<file path="src/inc/twm_pkg.sv">
// Register map, field positions, reset values, status codes and types of the two-wire master.
`default_nettype none
package twm_pkg;
	localparam logic [11:0] OFF_CTRL = 12'h000;
	localparam logic [11:0] OFF_DATA = 12'h004;
	localparam logic [11:0] OFF_STATUS = 12'h008;
	localparam logic [11:0] OFF_RATE = 12'h00C;
	localparam logic [11:0] OFF_INFO = 12'h010;

	localparam int B_FLAG = 7;
	localparam int B_ACKEN = 6;
	localparam int B_STA = 5;
	localparam int B_STO = 4;
	localparam int B_WCOL = 3;
	localparam int B_EN = 2;
	localparam int B_IE = 0;

	localparam logic [7:0] DATA_RST = 8'hFF;
	localparam logic [7:0] RATE_RST = 8'h05;
	localparam logic [1:0] PRESC_RST = 2'h0;
	localparam logic [7:0] CODE_RST = 8'hF8;
	localparam logic [7:0] CODE_MASK = 8'hF8;

	localparam logic [7:0] CODE_START = 8'h08;
	localparam logic [7:0] CODE_RSTART = 8'h10;
	localparam logic [7:0] CODE_AW_ACK = 8'h18;
	localparam logic [7:0] CODE_AW_NACK = 8'h20;
	localparam logic [7:0] CODE_D_ACK = 8'h28;
	localparam logic [7:0] CODE_D_NACK = 8'h30;
	localparam logic [7:0] CODE_LOST = 8'h38;

	localparam logic [3:0] LAST_BIT = 4'h8;

	typedef enum logic [2:0] {
		ST_IDLE = 3'h0,
		ST_START = 3'h1,
		ST_SHIFT = 3'h3,
		ST_HOLD = 3'h2,
		ST_STOP = 3'h6,
		ST_RSTART = 3'h7,
		ST_LOST = 3'h5
	} twm_state_t;

	typedef enum logic [1:0] {
		MODE_MTX = 2'h0,
		MODE_MRX = 2'h1,
		MODE_STX = 2'h2,
		MODE_SRX = 2'h3
	} twm_mode_t;
endpackage
`default_nettype wire

</file>
<file path="src/hw/twm_ctrl.sv">
// Two-wire master transmitter with an APB register file.
`timescale 1ns/1ps
`default_nettype none
// What this block does
// - Track master send/receive and slave receive operating modes.
// - Bus stalls while the completion flag stands, except after arbitration is lost.
// - Writing one to the flag clears it.
// - START first; address direction picks master mode.
// - Flag, start, enable written together request START.
// - START is generated only on a free bus.
// - After START, set flag with code 08.
// - After address and acknowledge: 18, 20 or 38; D0 or D8 for a read address.
// - Data write with flag low: ignored, collision set.
// - Flag, stop, enable written together send STOP.
// - Repeated START reports 10, keeps the bus.
// - Read bit high, acknowledge low on data.
// - Data byte acked gives 28, else 30.
// - Arbitration lost: 38, release, retry when free.
// - Stop request bit clears after STOP sent.
// - Start and stop together: STOP then START.
module twm_ctrl #(
	parameter logic [7:0] RATE_DEFAULT = twm_pkg::RATE_RST,
	parameter logic [7:0] MR_ADDR_ACK = 8'hD0,
	parameter logic [7:0] MR_ADDR_NACK = 8'hD8
) (
	input wire logic pclk,
	input wire logic presetn,
	input wire logic psel,
	input wire logic penable,
	input wire logic pwrite,
	input wire logic [11:0] paddr,
	input wire logic [31:0] pwdata,
	output logic [31:0] prdata,
	output logic pready,
	output logic pslverr,
	input wire logic scl_in,
	output logic scl_o,
	output logic scl_oe_n,
	input wire logic sda_in,
	output logic sda_o,
	output logic sda_oe_n
);
	logic scl_s;
	logic sda_s;
	logic sda_q_ff;
	logic busy_ff;
	logic flag_ff;
	logic acken_ff;
	logic sta_ff;
	logic sto_ff;
	logic wcol_ff;
	logic en_ff;
	logic ie_ff;
	logic [7:0] data_ff;
	logic [7:0] code_ff;
	logic [1:0] presc_ff;
	logic [7:0] rate_ff;
	logic [31:0] prdata_ff;
	twm_pkg::twm_state_t state_ff;
	twm_pkg::twm_mode_t mode_ff;
	logic [1:0] phase_ff;
	logic [3:0] bit_ff;
	logic [7:0] shift_ff;
	logic [15:0] tmr_ff;
	logic scl_rel_ff;
	logic sda_rel_ff;
	logic rs_ff;
	logic addr_ff;
	logic dir_rd_ff;
	logic wr;
	logic go;
	logic start_seen;
	logic stop_seen;
	logic timed;
	logic stretch;
	logic adv;
	logic start_ok;
	logic lost;
	logic acked;
	logic set_flag;
	logic sto_done;
	logic [7:0] nxt_code;
	logic [15:0] half_m1;

	function automatic logic f_map(input logic [11:0] a);
		f_map = (a == twm_pkg::OFF_CTRL) || (a == twm_pkg::OFF_DATA) ||
			(a == twm_pkg::OFF_STATUS) || (a == twm_pkg::OFF_RATE) ||
			(a == twm_pkg::OFF_INFO);
	endfunction

	// Half a bit period in pclk cycles, less one: (rate + 1) * 4^prescaler.
	function automatic logic [15:0] f_half_m1(input logic [7:0] r, input logic [1:0] p);
		logic [15:0] n;
		n = ({8'h00, r} + 16'h0001) << {p, 1'b0};
		f_half_m1 = n - 16'h0001;
	endfunction

	twm_sync #(
		.WIDTH(2)
	) u_sync (
		.pclk(pclk),
		.presetn(presetn),
		.async_in({scl_in, sda_in}),
		.sync_out({scl_s, sda_s})
	);

	assign wr = psel && penable && pwrite;
	assign go = wr && (paddr == twm_pkg::OFF_CTRL) && pwdata[twm_pkg::B_FLAG] && flag_ff;
	assign pready = 1'b1;
	assign pslverr = psel && penable && !f_map(paddr);
	assign prdata = prdata_ff;
	assign scl_o = 1'b0;
	assign sda_o = 1'b0;
	assign scl_oe_n = scl_rel_ff;
	assign sda_oe_n = sda_rel_ff;

	assign start_seen = scl_s && sda_q_ff && !sda_s;
	assign stop_seen = scl_s && !sda_q_ff && sda_s;
	assign half_m1 = f_half_m1(rate_ff, presc_ff);
	assign start_ok = en_ff && sta_ff && !flag_ff && !busy_ff && scl_s && sda_s;

	// Bus ownership follows START and STOP seen on the lines, ours or anyone's.
	always_ff @(posedge pclk or negedge presetn)
	begin
		if (!presetn)
		begin
			sda_q_ff <= 1'b1;
			busy_ff <= 1'b0;
		end
		else
		begin
			sda_q_ff <= sda_s;
			if (start_seen)
				busy_ff <= 1'b1;
			else if (stop_seen)
				busy_ff <= 1'b0;
		end
	end

	// A released clock held low by the receiver stretches the low phase; the high phase is timed from the clock seen high.
	always_comb
	begin
		timed = (state_ff == twm_pkg::ST_START) || (state_ff == twm_pkg::ST_SHIFT) ||
			(state_ff == twm_pkg::ST_RSTART) || (state_ff == twm_pkg::ST_STOP);
		stretch = timed && scl_rel_ff && !scl_s;
		adv = timed && !stretch && (tmr_ff >= half_m1);
		acked = !sda_s;
		lost = (state_ff == twm_pkg::ST_SHIFT) && (phase_ff == 2'h1) && adv &&
			(bit_ff != twm_pkg::LAST_BIT) && shift_ff[7] && !sda_s;
		set_flag = 1'b0;
		sto_done = 1'b0;
		nxt_code = code_ff;
		if ((state_ff == twm_pkg::ST_START) && (phase_ff == 2'h1) && adv)
		begin
			set_flag = 1'b1;
			nxt_code = rs_ff ? twm_pkg::CODE_RSTART : twm_pkg::CODE_START;
		end
		else if (lost)
		begin
			set_flag = 1'b1;
			nxt_code = twm_pkg::CODE_LOST;
		end
		else if ((state_ff == twm_pkg::ST_SHIFT) && (phase_ff == 2'h1) && adv &&
			(bit_ff == twm_pkg::LAST_BIT))
		begin
			set_flag = 1'b1;
			if (addr_ff && dir_rd_ff)
				nxt_code = acked ? MR_ADDR_ACK : MR_ADDR_NACK;
			else if (addr_ff)
				nxt_code = acked ? twm_pkg::CODE_AW_ACK : twm_pkg::CODE_AW_NACK;
			else
				nxt_code = acked ? twm_pkg::CODE_D_ACK : twm_pkg::CODE_D_NACK;
		end
		else if ((state_ff == twm_pkg::ST_STOP) && (phase_ff == 2'h2) && adv)
			sto_done = 1'b1;
	end

	always_ff @(posedge pclk or negedge presetn)
	begin
		if (!presetn)
			tmr_ff <= 16'h0000;
		else if (!timed || adv || stretch)
			tmr_ff <= 16'h0000;
		else
			tmr_ff <= tmr_ff + 16'h0001;
	end

	// The hardware set wins over a software clear arriving in the same cycle.
	always_ff @(posedge pclk or negedge presetn)
	begin
		if (!presetn)
		begin
			flag_ff <= 1'b0;
			code_ff <= twm_pkg::CODE_RST;
		end
		else
		begin
			if (set_flag)
				flag_ff <= 1'b1;
			else if (go)
				flag_ff <= 1'b0;
			code_ff <= nxt_code;
		end
	end

	// Control, data, prescaler and rate registers.
	always_ff @(posedge pclk or negedge presetn)
	begin
		if (!presetn)
		begin
			acken_ff <= 1'b0;
			sta_ff <= 1'b0;
			sto_ff <= 1'b0;
			wcol_ff <= 1'b0;
			en_ff <= 1'b0;
			ie_ff <= 1'b0;
			data_ff <= twm_pkg::DATA_RST;
			presc_ff <= twm_pkg::PRESC_RST;
			rate_ff <= RATE_DEFAULT;
		end
		else
		begin
			if (wr && (paddr == twm_pkg::OFF_CTRL))
			begin
				acken_ff <= pwdata[twm_pkg::B_ACKEN];
				sta_ff <= pwdata[twm_pkg::B_STA];
				sto_ff <= pwdata[twm_pkg::B_STO];
				en_ff <= pwdata[twm_pkg::B_EN];
				ie_ff <= pwdata[twm_pkg::B_IE];
			end
			else if (sto_done)
				sto_ff <= 1'b0;
			if (wr && (paddr == twm_pkg::OFF_DATA))
			begin
				if (flag_ff)
				begin
					data_ff <= pwdata[7:0];
					wcol_ff <= 1'b0;
				end
				else
					wcol_ff <= 1'b1;
			end
			if (wr && (paddr == twm_pkg::OFF_STATUS))
				presc_ff <= pwdata[1:0];
			if (wr && (paddr == twm_pkg::OFF_RATE))
				rate_ff <= pwdata[7:0];
		end
	end

	// Read data is captured in the setup phase so it comes from a flip-flop.
	always_ff @(posedge pclk or negedge presetn)
	begin
		if (!presetn)
			prdata_ff <= 32'h0000_0000;
		else if (psel && !penable && !pwrite)
		begin
			case (paddr)
				twm_pkg::OFF_CTRL: prdata_ff <= {24'h00_0000, flag_ff, acken_ff, sta_ff,
					sto_ff, wcol_ff, en_ff, 1'b0, ie_ff};
				twm_pkg::OFF_DATA: prdata_ff <= {24'h00_0000, data_ff};
				// Low bits carry the prescaler, which software masks off.
				twm_pkg::OFF_STATUS: prdata_ff <= {24'h00_0000, code_ff[7:3],
					1'b0, presc_ff};
				twm_pkg::OFF_RATE: prdata_ff <= {24'h00_0000, rate_ff};
				twm_pkg::OFF_INFO: prdata_ff <= {29'h0000_0000, busy_ff, mode_ff};
				default: prdata_ff <= 32'h0000_0000;
			endcase
		end
	end

	// Mode follows the address direction; losing the bus leaves us an unaddressed slave.
	always_ff @(posedge pclk or negedge presetn)
	begin
		if (!presetn)
			mode_ff <= twm_pkg::MODE_SRX;
		else if (lost || sto_done || !en_ff)
			mode_ff <= twm_pkg::MODE_SRX;
		else if (set_flag && addr_ff)
			mode_ff <= dir_rd_ff ? twm_pkg::MODE_MRX : twm_pkg::MODE_MTX;
	end

	// Bit engine. Data changes in the step that pulls the clock low and is sampled at the end of the
	// high phase; that step moves both lines, the other protocol steps move only one.
	always_ff @(posedge pclk or negedge presetn)
	begin
		if (!presetn)
		begin
			state_ff <= twm_pkg::ST_IDLE;
			phase_ff <= 2'h0;
			bit_ff <= 4'h0;
			shift_ff <= 8'h00;
			scl_rel_ff <= 1'b1;
			sda_rel_ff <= 1'b1;
			rs_ff <= 1'b0;
			addr_ff <= 1'b0;
			dir_rd_ff <= 1'b0;
		end
		else if (!en_ff)
		begin
			state_ff <= twm_pkg::ST_IDLE;
			phase_ff <= 2'h0;
			scl_rel_ff <= 1'b1;
			sda_rel_ff <= 1'b1;
		end
		else
		begin
			unique case (state_ff)
				twm_pkg::ST_IDLE:
				begin
					if (start_ok)
					begin
						state_ff <= twm_pkg::ST_START;
						phase_ff <= 2'h0;
						rs_ff <= 1'b0;
						sda_rel_ff <= 1'b0;
					end
				end
				twm_pkg::ST_START:
				begin
					if (adv && (phase_ff == 2'h0))
					begin
						scl_rel_ff <= 1'b0;
						phase_ff <= 2'h1;
					end
					else if (adv)
					begin
						state_ff <= twm_pkg::ST_HOLD;
						addr_ff <= 1'b1;
					end
				end
				twm_pkg::ST_HOLD:
				begin
					// The clock stays low here until software clears the flag.
					if (go)
					begin
						phase_ff <= 2'h0;
						if (pwdata[twm_pkg::B_STO])
						begin
							state_ff <= twm_pkg::ST_STOP;
							sda_rel_ff <= 1'b0;
						end
						else if (pwdata[twm_pkg::B_STA])
						begin
							state_ff <= twm_pkg::ST_RSTART;
							sda_rel_ff <= 1'b1;
						end
						else
						begin
							state_ff <= twm_pkg::ST_SHIFT;
							shift_ff <= data_ff;
							bit_ff <= 4'h0;
							sda_rel_ff <= data_ff[7];
							if (addr_ff)
								dir_rd_ff <= data_ff[0];
						end
					end
				end
				twm_pkg::ST_SHIFT:
				begin
					if (adv && (phase_ff == 2'h0))
					begin
						scl_rel_ff <= 1'b1;
						phase_ff <= 2'h1;
					end
					else if (adv && lost)
					begin
						state_ff <= twm_pkg::ST_LOST;
						sda_rel_ff <= 1'b1;
						addr_ff <= 1'b0;
					end
					else if (adv && (bit_ff == twm_pkg::LAST_BIT))
					begin
						// Data stays released while the clock falls, so a not-acknowledged
						// line never drops with the clock and fakes a START.
						state_ff <= twm_pkg::ST_HOLD;
						scl_rel_ff <= 1'b0;
						sda_rel_ff <= 1'b1;
						addr_ff <= 1'b0;
					end
					else if (adv)
					begin
						scl_rel_ff <= 1'b0;
						phase_ff <= 2'h0;
						bit_ff <= bit_ff + 4'h1;
						shift_ff <= {shift_ff[6:0], 1'b1};
						// The ninth slot is released so the receiver can acknowledge.
						sda_rel_ff <= (bit_ff == 4'h7) ? 1'b1 : shift_ff[6];
					end
				end
				twm_pkg::ST_LOST:
				begin
					// A pending start request waits in idle for a free bus.
					if (go)
						state_ff <= twm_pkg::ST_IDLE;
				end
				twm_pkg::ST_RSTART:
				begin
					if (adv && (phase_ff == 2'h0))
					begin
						scl_rel_ff <= 1'b1;
						phase_ff <= 2'h1;
					end
					else if (adv)
					begin
						state_ff <= twm_pkg::ST_START;
						phase_ff <= 2'h0;
						rs_ff <= 1'b1;
						sda_rel_ff <= 1'b0;
					end
				end
				twm_pkg::ST_STOP:
				begin
					if (adv && (phase_ff == 2'h0))
					begin
						scl_rel_ff <= 1'b1;
						phase_ff <= 2'h1;
					end
					else if (adv && (phase_ff == 2'h1))
					begin
						sda_rel_ff <= 1'b1;
						phase_ff <= 2'h2;
					end
					else if (adv)
						state_ff <= twm_pkg::ST_IDLE;
				end
				default:
				begin
					state_ff <= twm_pkg::ST_IDLE;
					scl_rel_ff <= 1'b1;
					sda_rel_ff <= 1'b1;
				end
			endcase
		end
	end
endmodule
`default_nettype wire

</file>
<file path="src/hw/twm_sync.sv">
// Two-stage synchroniser for the bus line inputs.
`timescale 1ns/1ps
`default_nettype none
module twm_sync #(
	parameter int WIDTH = 2
) (
	input wire logic pclk,
	input wire logic presetn,
	input wire logic [WIDTH-1:0] async_in,
	output logic [WIDTH-1:0] sync_out
);
	logic [WIDTH-1:0] meta_ff;
	logic [WIDTH-1:0] sync_ff;

	// Idle bus lines are pulled high, so both stages start there.
	always_ff @(posedge pclk or negedge presetn)
	begin
		if (!presetn)
		begin
			meta_ff <= '1;
			sync_ff <= '1;
		end
		else
		begin
			meta_ff <= async_in;
			sync_ff <= meta_ff;
		end
	end

	assign sync_out = sync_ff;
endmodule
`default_nettype wire

</file>
<file path="config.mk">
export PLATFORM = sky130hd
export DESIGN_NAME = twm_ctrl
export DESIGN_NICKNAME = d
export VERILOG_FILES = /design/src/inc/twm_pkg.sv /design/src/hw/twm_ctrl.sv /design/src/hw/twm_sync.sv
export SDC_FILE = /design/constraint.sdc
export NUM_CORES = 1
export LEC_CHECK = 0
export ABC_CLOCK_PERIOD_IN_PS = 4800
export BUFFER_PORTS_ARGS = -buffer_cell sky130_fd_sc_hd__buf_2
export CELL_PAD_IN_SITES_DETAIL_PLACEMENT = 0
export CELL_PAD_IN_SITES_GLOBAL_PLACEMENT = 1
export CORE_MARGIN = 3
export CORE_UTILIZATION = 40
export CTS_CLUSTER_DIAMETER = 120
export CTS_CLUSTER_SIZE = 30
export DETAILED_ROUTE_END_ITERATION = 10
export PLACE_DENSITY_LB_ADDON = 0.3
export SLEW_MARGIN = 15
export SYNTH_ARGS = -nofsm -noshare
export SYNTH_HDL_FRONTEND = slang
export SYNTH_SLANG_ARGS = --single-unit
</file>
<file path="constraint.sdc">
create_clock -name pclk -period 4.8 [get_ports pclk]
set_input_delay 0 -clock pclk [delete_from_list [all_inputs] [get_ports pclk]]
set_output_delay 0 -clock pclk [all_outputs]
set_load 0.05 [all_outputs]
</file>
==> metrics <==
TritonCTS Sinks slightly above 80; first-pass GRT wire length approximately 25 mm; Row Count 43; DRT antenna net count 0; filler cell count 1324; Root Buffer clkbuf_16; fin cells 881; Final Hold Fails 0; Congestion Overflow GR 0; Core Util, Final 0.485; max-slew violations 0; outcome finished clean; worst-margin pin slew ~1.0 ns; EDFF count, synth 0; dpl ws -0.108 ns; Antenna diodes 0; htree depth 3; Max Cap Viol 0; Iter 0 DRT Violations 350; PwrDens 333 mW/mm^2; Async S/R FF share, synth 1.00; Syn Std Cell Area approximately 0.0057 mm^2; total iterations of the first detailed-routing run 4; Final nets slightly below 800; die span in y about 130 um; sequential area share after synthesis 0.367; Synth Flop Type dfrtp_1; post-DR wirelength/cell approximately 17 um; startpoint types register; post-layout min period roughly 4.6 ns; Final Cycle Share 0.956; via count of the first global-routing pass 4738; clk_skew 0.0119 ns; via count between 4000 and 5000; Vias per Instance ~5.6; placed insts between 800 and 900; Worst R2R Setup Slack around 0.21 ns; DIE AREA roughly 0.016 mm^2; Unique masters post-synth 72; DRT Wirelength about 15 mm; fmax ~0.22 GHz; Synth Register Bits 83; port buffer count 37; CP Capture Type register; Die Width between 100 and 150 um; initial antenna violation count 0; Rel. slew slack 0.335; final setup margin roughly 0.21 ns; TritonCTS clock tree yes; endpoints failing setup 0; Area Growth Syn to Fin 17.7%; syn avg cell area ~9 um^2; num ports just under 90; Post-Route Setup TNS 0 ns; Worst Path Required between 5 and 6 ns; Initial Util 0.412; RSZ-0062 raised after global routing yes; Pleak just under 0.003 uW; crit path DAT about 4.8 ns; synth warn 0; worst hold path class input pin to async pin; layout cell share with drive strength beyond 1 0.254; Max clock buf depth 2; Num CTS Buffers 9; total track usage 0.192; routability cong. 0.840; detailed-route DRC error count 0; critical path type register to register; Syn Inst Count 639; clk_lat worst skew approximately 0.35 ns; core area between 0.01 and 0.015 mm^2; clock slew seen by the registers of the worst setup and hold paths around 0.06 ns; detailed placement HPWL approximately 11 mm; Max VDD drop just under 0.0002 V; largest fanout on the critical path 12; largest net degree at the start of global routing between 70 and 80
final timing paths:
| path | start | endpoint | cells after the start |
|---|---|---|---|
| max in group asynchronous | presetn | tmr_ff[12] | 3 |
| hold / removal | presetn | tmr_ff[1] | 2 |
| min in group pclk | pwdata[4] | sto_ff | 3 |
| setup / recovery | rate_ff[3] | state_ff[0] | 20 |
| setup reg to reg | rate_ff[3] | state_ff[0] | 20 |
| hold reg to reg | u_sync.meta_ff[0] | u_sync.sync_out[0] | 0 |
flip-flops by register name, indices dropped and copies added, names as in the netlist, 3 cells and up:
register and cells:
bit_ff 4, code_ff 4, data_ff 8, prdata 8, rate_ff 8, shift_ff 8
state_ff 3, tmr_ff 16
cell families (layout without fill, tap and decap cells):
family / after synthesis / in the layout / share of synthesized area
fa+ha+maj: 22 / 22 / 0.0480
mux: 44 / 44 / 0.0955
flops: 83 / 83 / 0.367
buf+inv: 79 / 116 / 0.0739
simple gates: 242 / 242 / 0.207
compound gates: 139 / 139 / 0.165
xor+xnor: 28 / 28 / 0.0427
other cells: 2 / 27 / 0.00131
final cells by class:
type	count	area, um^2	share of cell area
repair buffers	86	596	0.0882
multi-input cells	502	3470	0.514
well taps	180	225	0.0334
clock inverters	7	80.1	0.0119
flip-flops and latches	83	2110	0.312
clock buffers	9	225	0.0334
inverters	14	52.6	0.00778
power by group:
part           leakage [uW]  switching, uW  internal (uW)  total, uW
Combinational       0.00172            400            246        646
Sequential          0.00104            109            757        866
Clock              0.000149            322            412        734
cells in the mapped netlist, drive strengths merged (3+ instances only):
library cell   n  area [um^2]
nor4           7         43.8
a21oi         19         95.1
xor2          12          105
mux4           6          135
inv           14         52.6
or3            5         31.3
buf           39          274
a211o          4         35.0
nor3b          4         30.0
a311oi         4         35.0
nand3         25          125
clkbuf        26         97.6
nor3          15         75.1
o31ai          5         37.5
ha            22          275
o21ai         43          215
mux2          26          293
nand4b         4         35.0
o22ai          3         18.8
nand2         71          267
o31a           5         43.8
a211oi         7         62.6
nor2          61          229
nand4         11         68.8
dfstp         23          604
dfrtp         60         1500
xnor2         16          140
a31oi          4         25.0
o211ai         7         52.6
nand2b         4         25.0
a21o           7         52.6
nor4b          3         32.5
and2           4         25.0
nor2b          9         56.3
a22oi          6         45.0
and3           9         62.6
mux2i         12          120
o32ai          4         35.0
critical path: stages (launching register included):
cell	delay (ns)
dfrtp_1	0.61
buf_4	0.21
nor2b_1	0.18
a2111o_1	0.21
o2111a_1	0.19
o21ai_1	0.08
or3_4	0.43
or3_1	0.35
a31oi_1	0.19
ha_1	0.25
nand4_1	0.12
buf_4	0.14
nor2_1	0.05
a221oi_2	0.23
buf_4	0.17
a21oi_4	0.06
buf_4	0.13
mux2i_1	0.13
nor4b_2	0.25
buf_4	0.17
mux2_2	0.32
routing by layer:
| metal | part of all wire | GRT usage | vias to the layer above |
|---|---|---|---|
| li1 | - | - | 2378 |
| met1 | 0.49 | 0.277 | 2383 |
| met2 | 0.45 | 0.297 | 135 |
| met3 | 0.045 | 0.0352 | 10 |
| met4 | 0.012 | 0.0511 | 0 |
| met5 | 0 | 0 | - |
metrics by stage:
stage               hold WS, ns  power (uW)  instance area, um^2
floorplan                -0.296        1340                 5830
global placement         -0.175        1480                 6160
detailed placement       -0.174        1490                 6160
CTS                      0.0171        2250                 6590
global route             0.0445        2380                 6750
finish                   0.0255        2250                 6750
cells in the final DEF, fill, tap and decap left out, types with 21 or more instances in the layout:
master / synthesis / final
nand3_1: 25 / 24
conb_1: 2 / 27
nor2_1: 61 / 61
buf_4: 28 / 37
dfrtp_1: 60 / 60
ha_1: 22 / 21
o21ai_0: 42 / 42
dfstp_2: 23 / 23
nand2_1: 71 / 70
buf_2: 6 / 37
mux2_2: 26 / 26
timing repair:
action,in CTS,in global routing
hold buffers,9,0
endpoints found under the setup margin,4,26
gates resized for setup,5,23
hold endpoints to repair,25,0
cloned,0,1
pin swaps,0,8
buffers inserted,0,2
(Power assumes the default switching activity.)
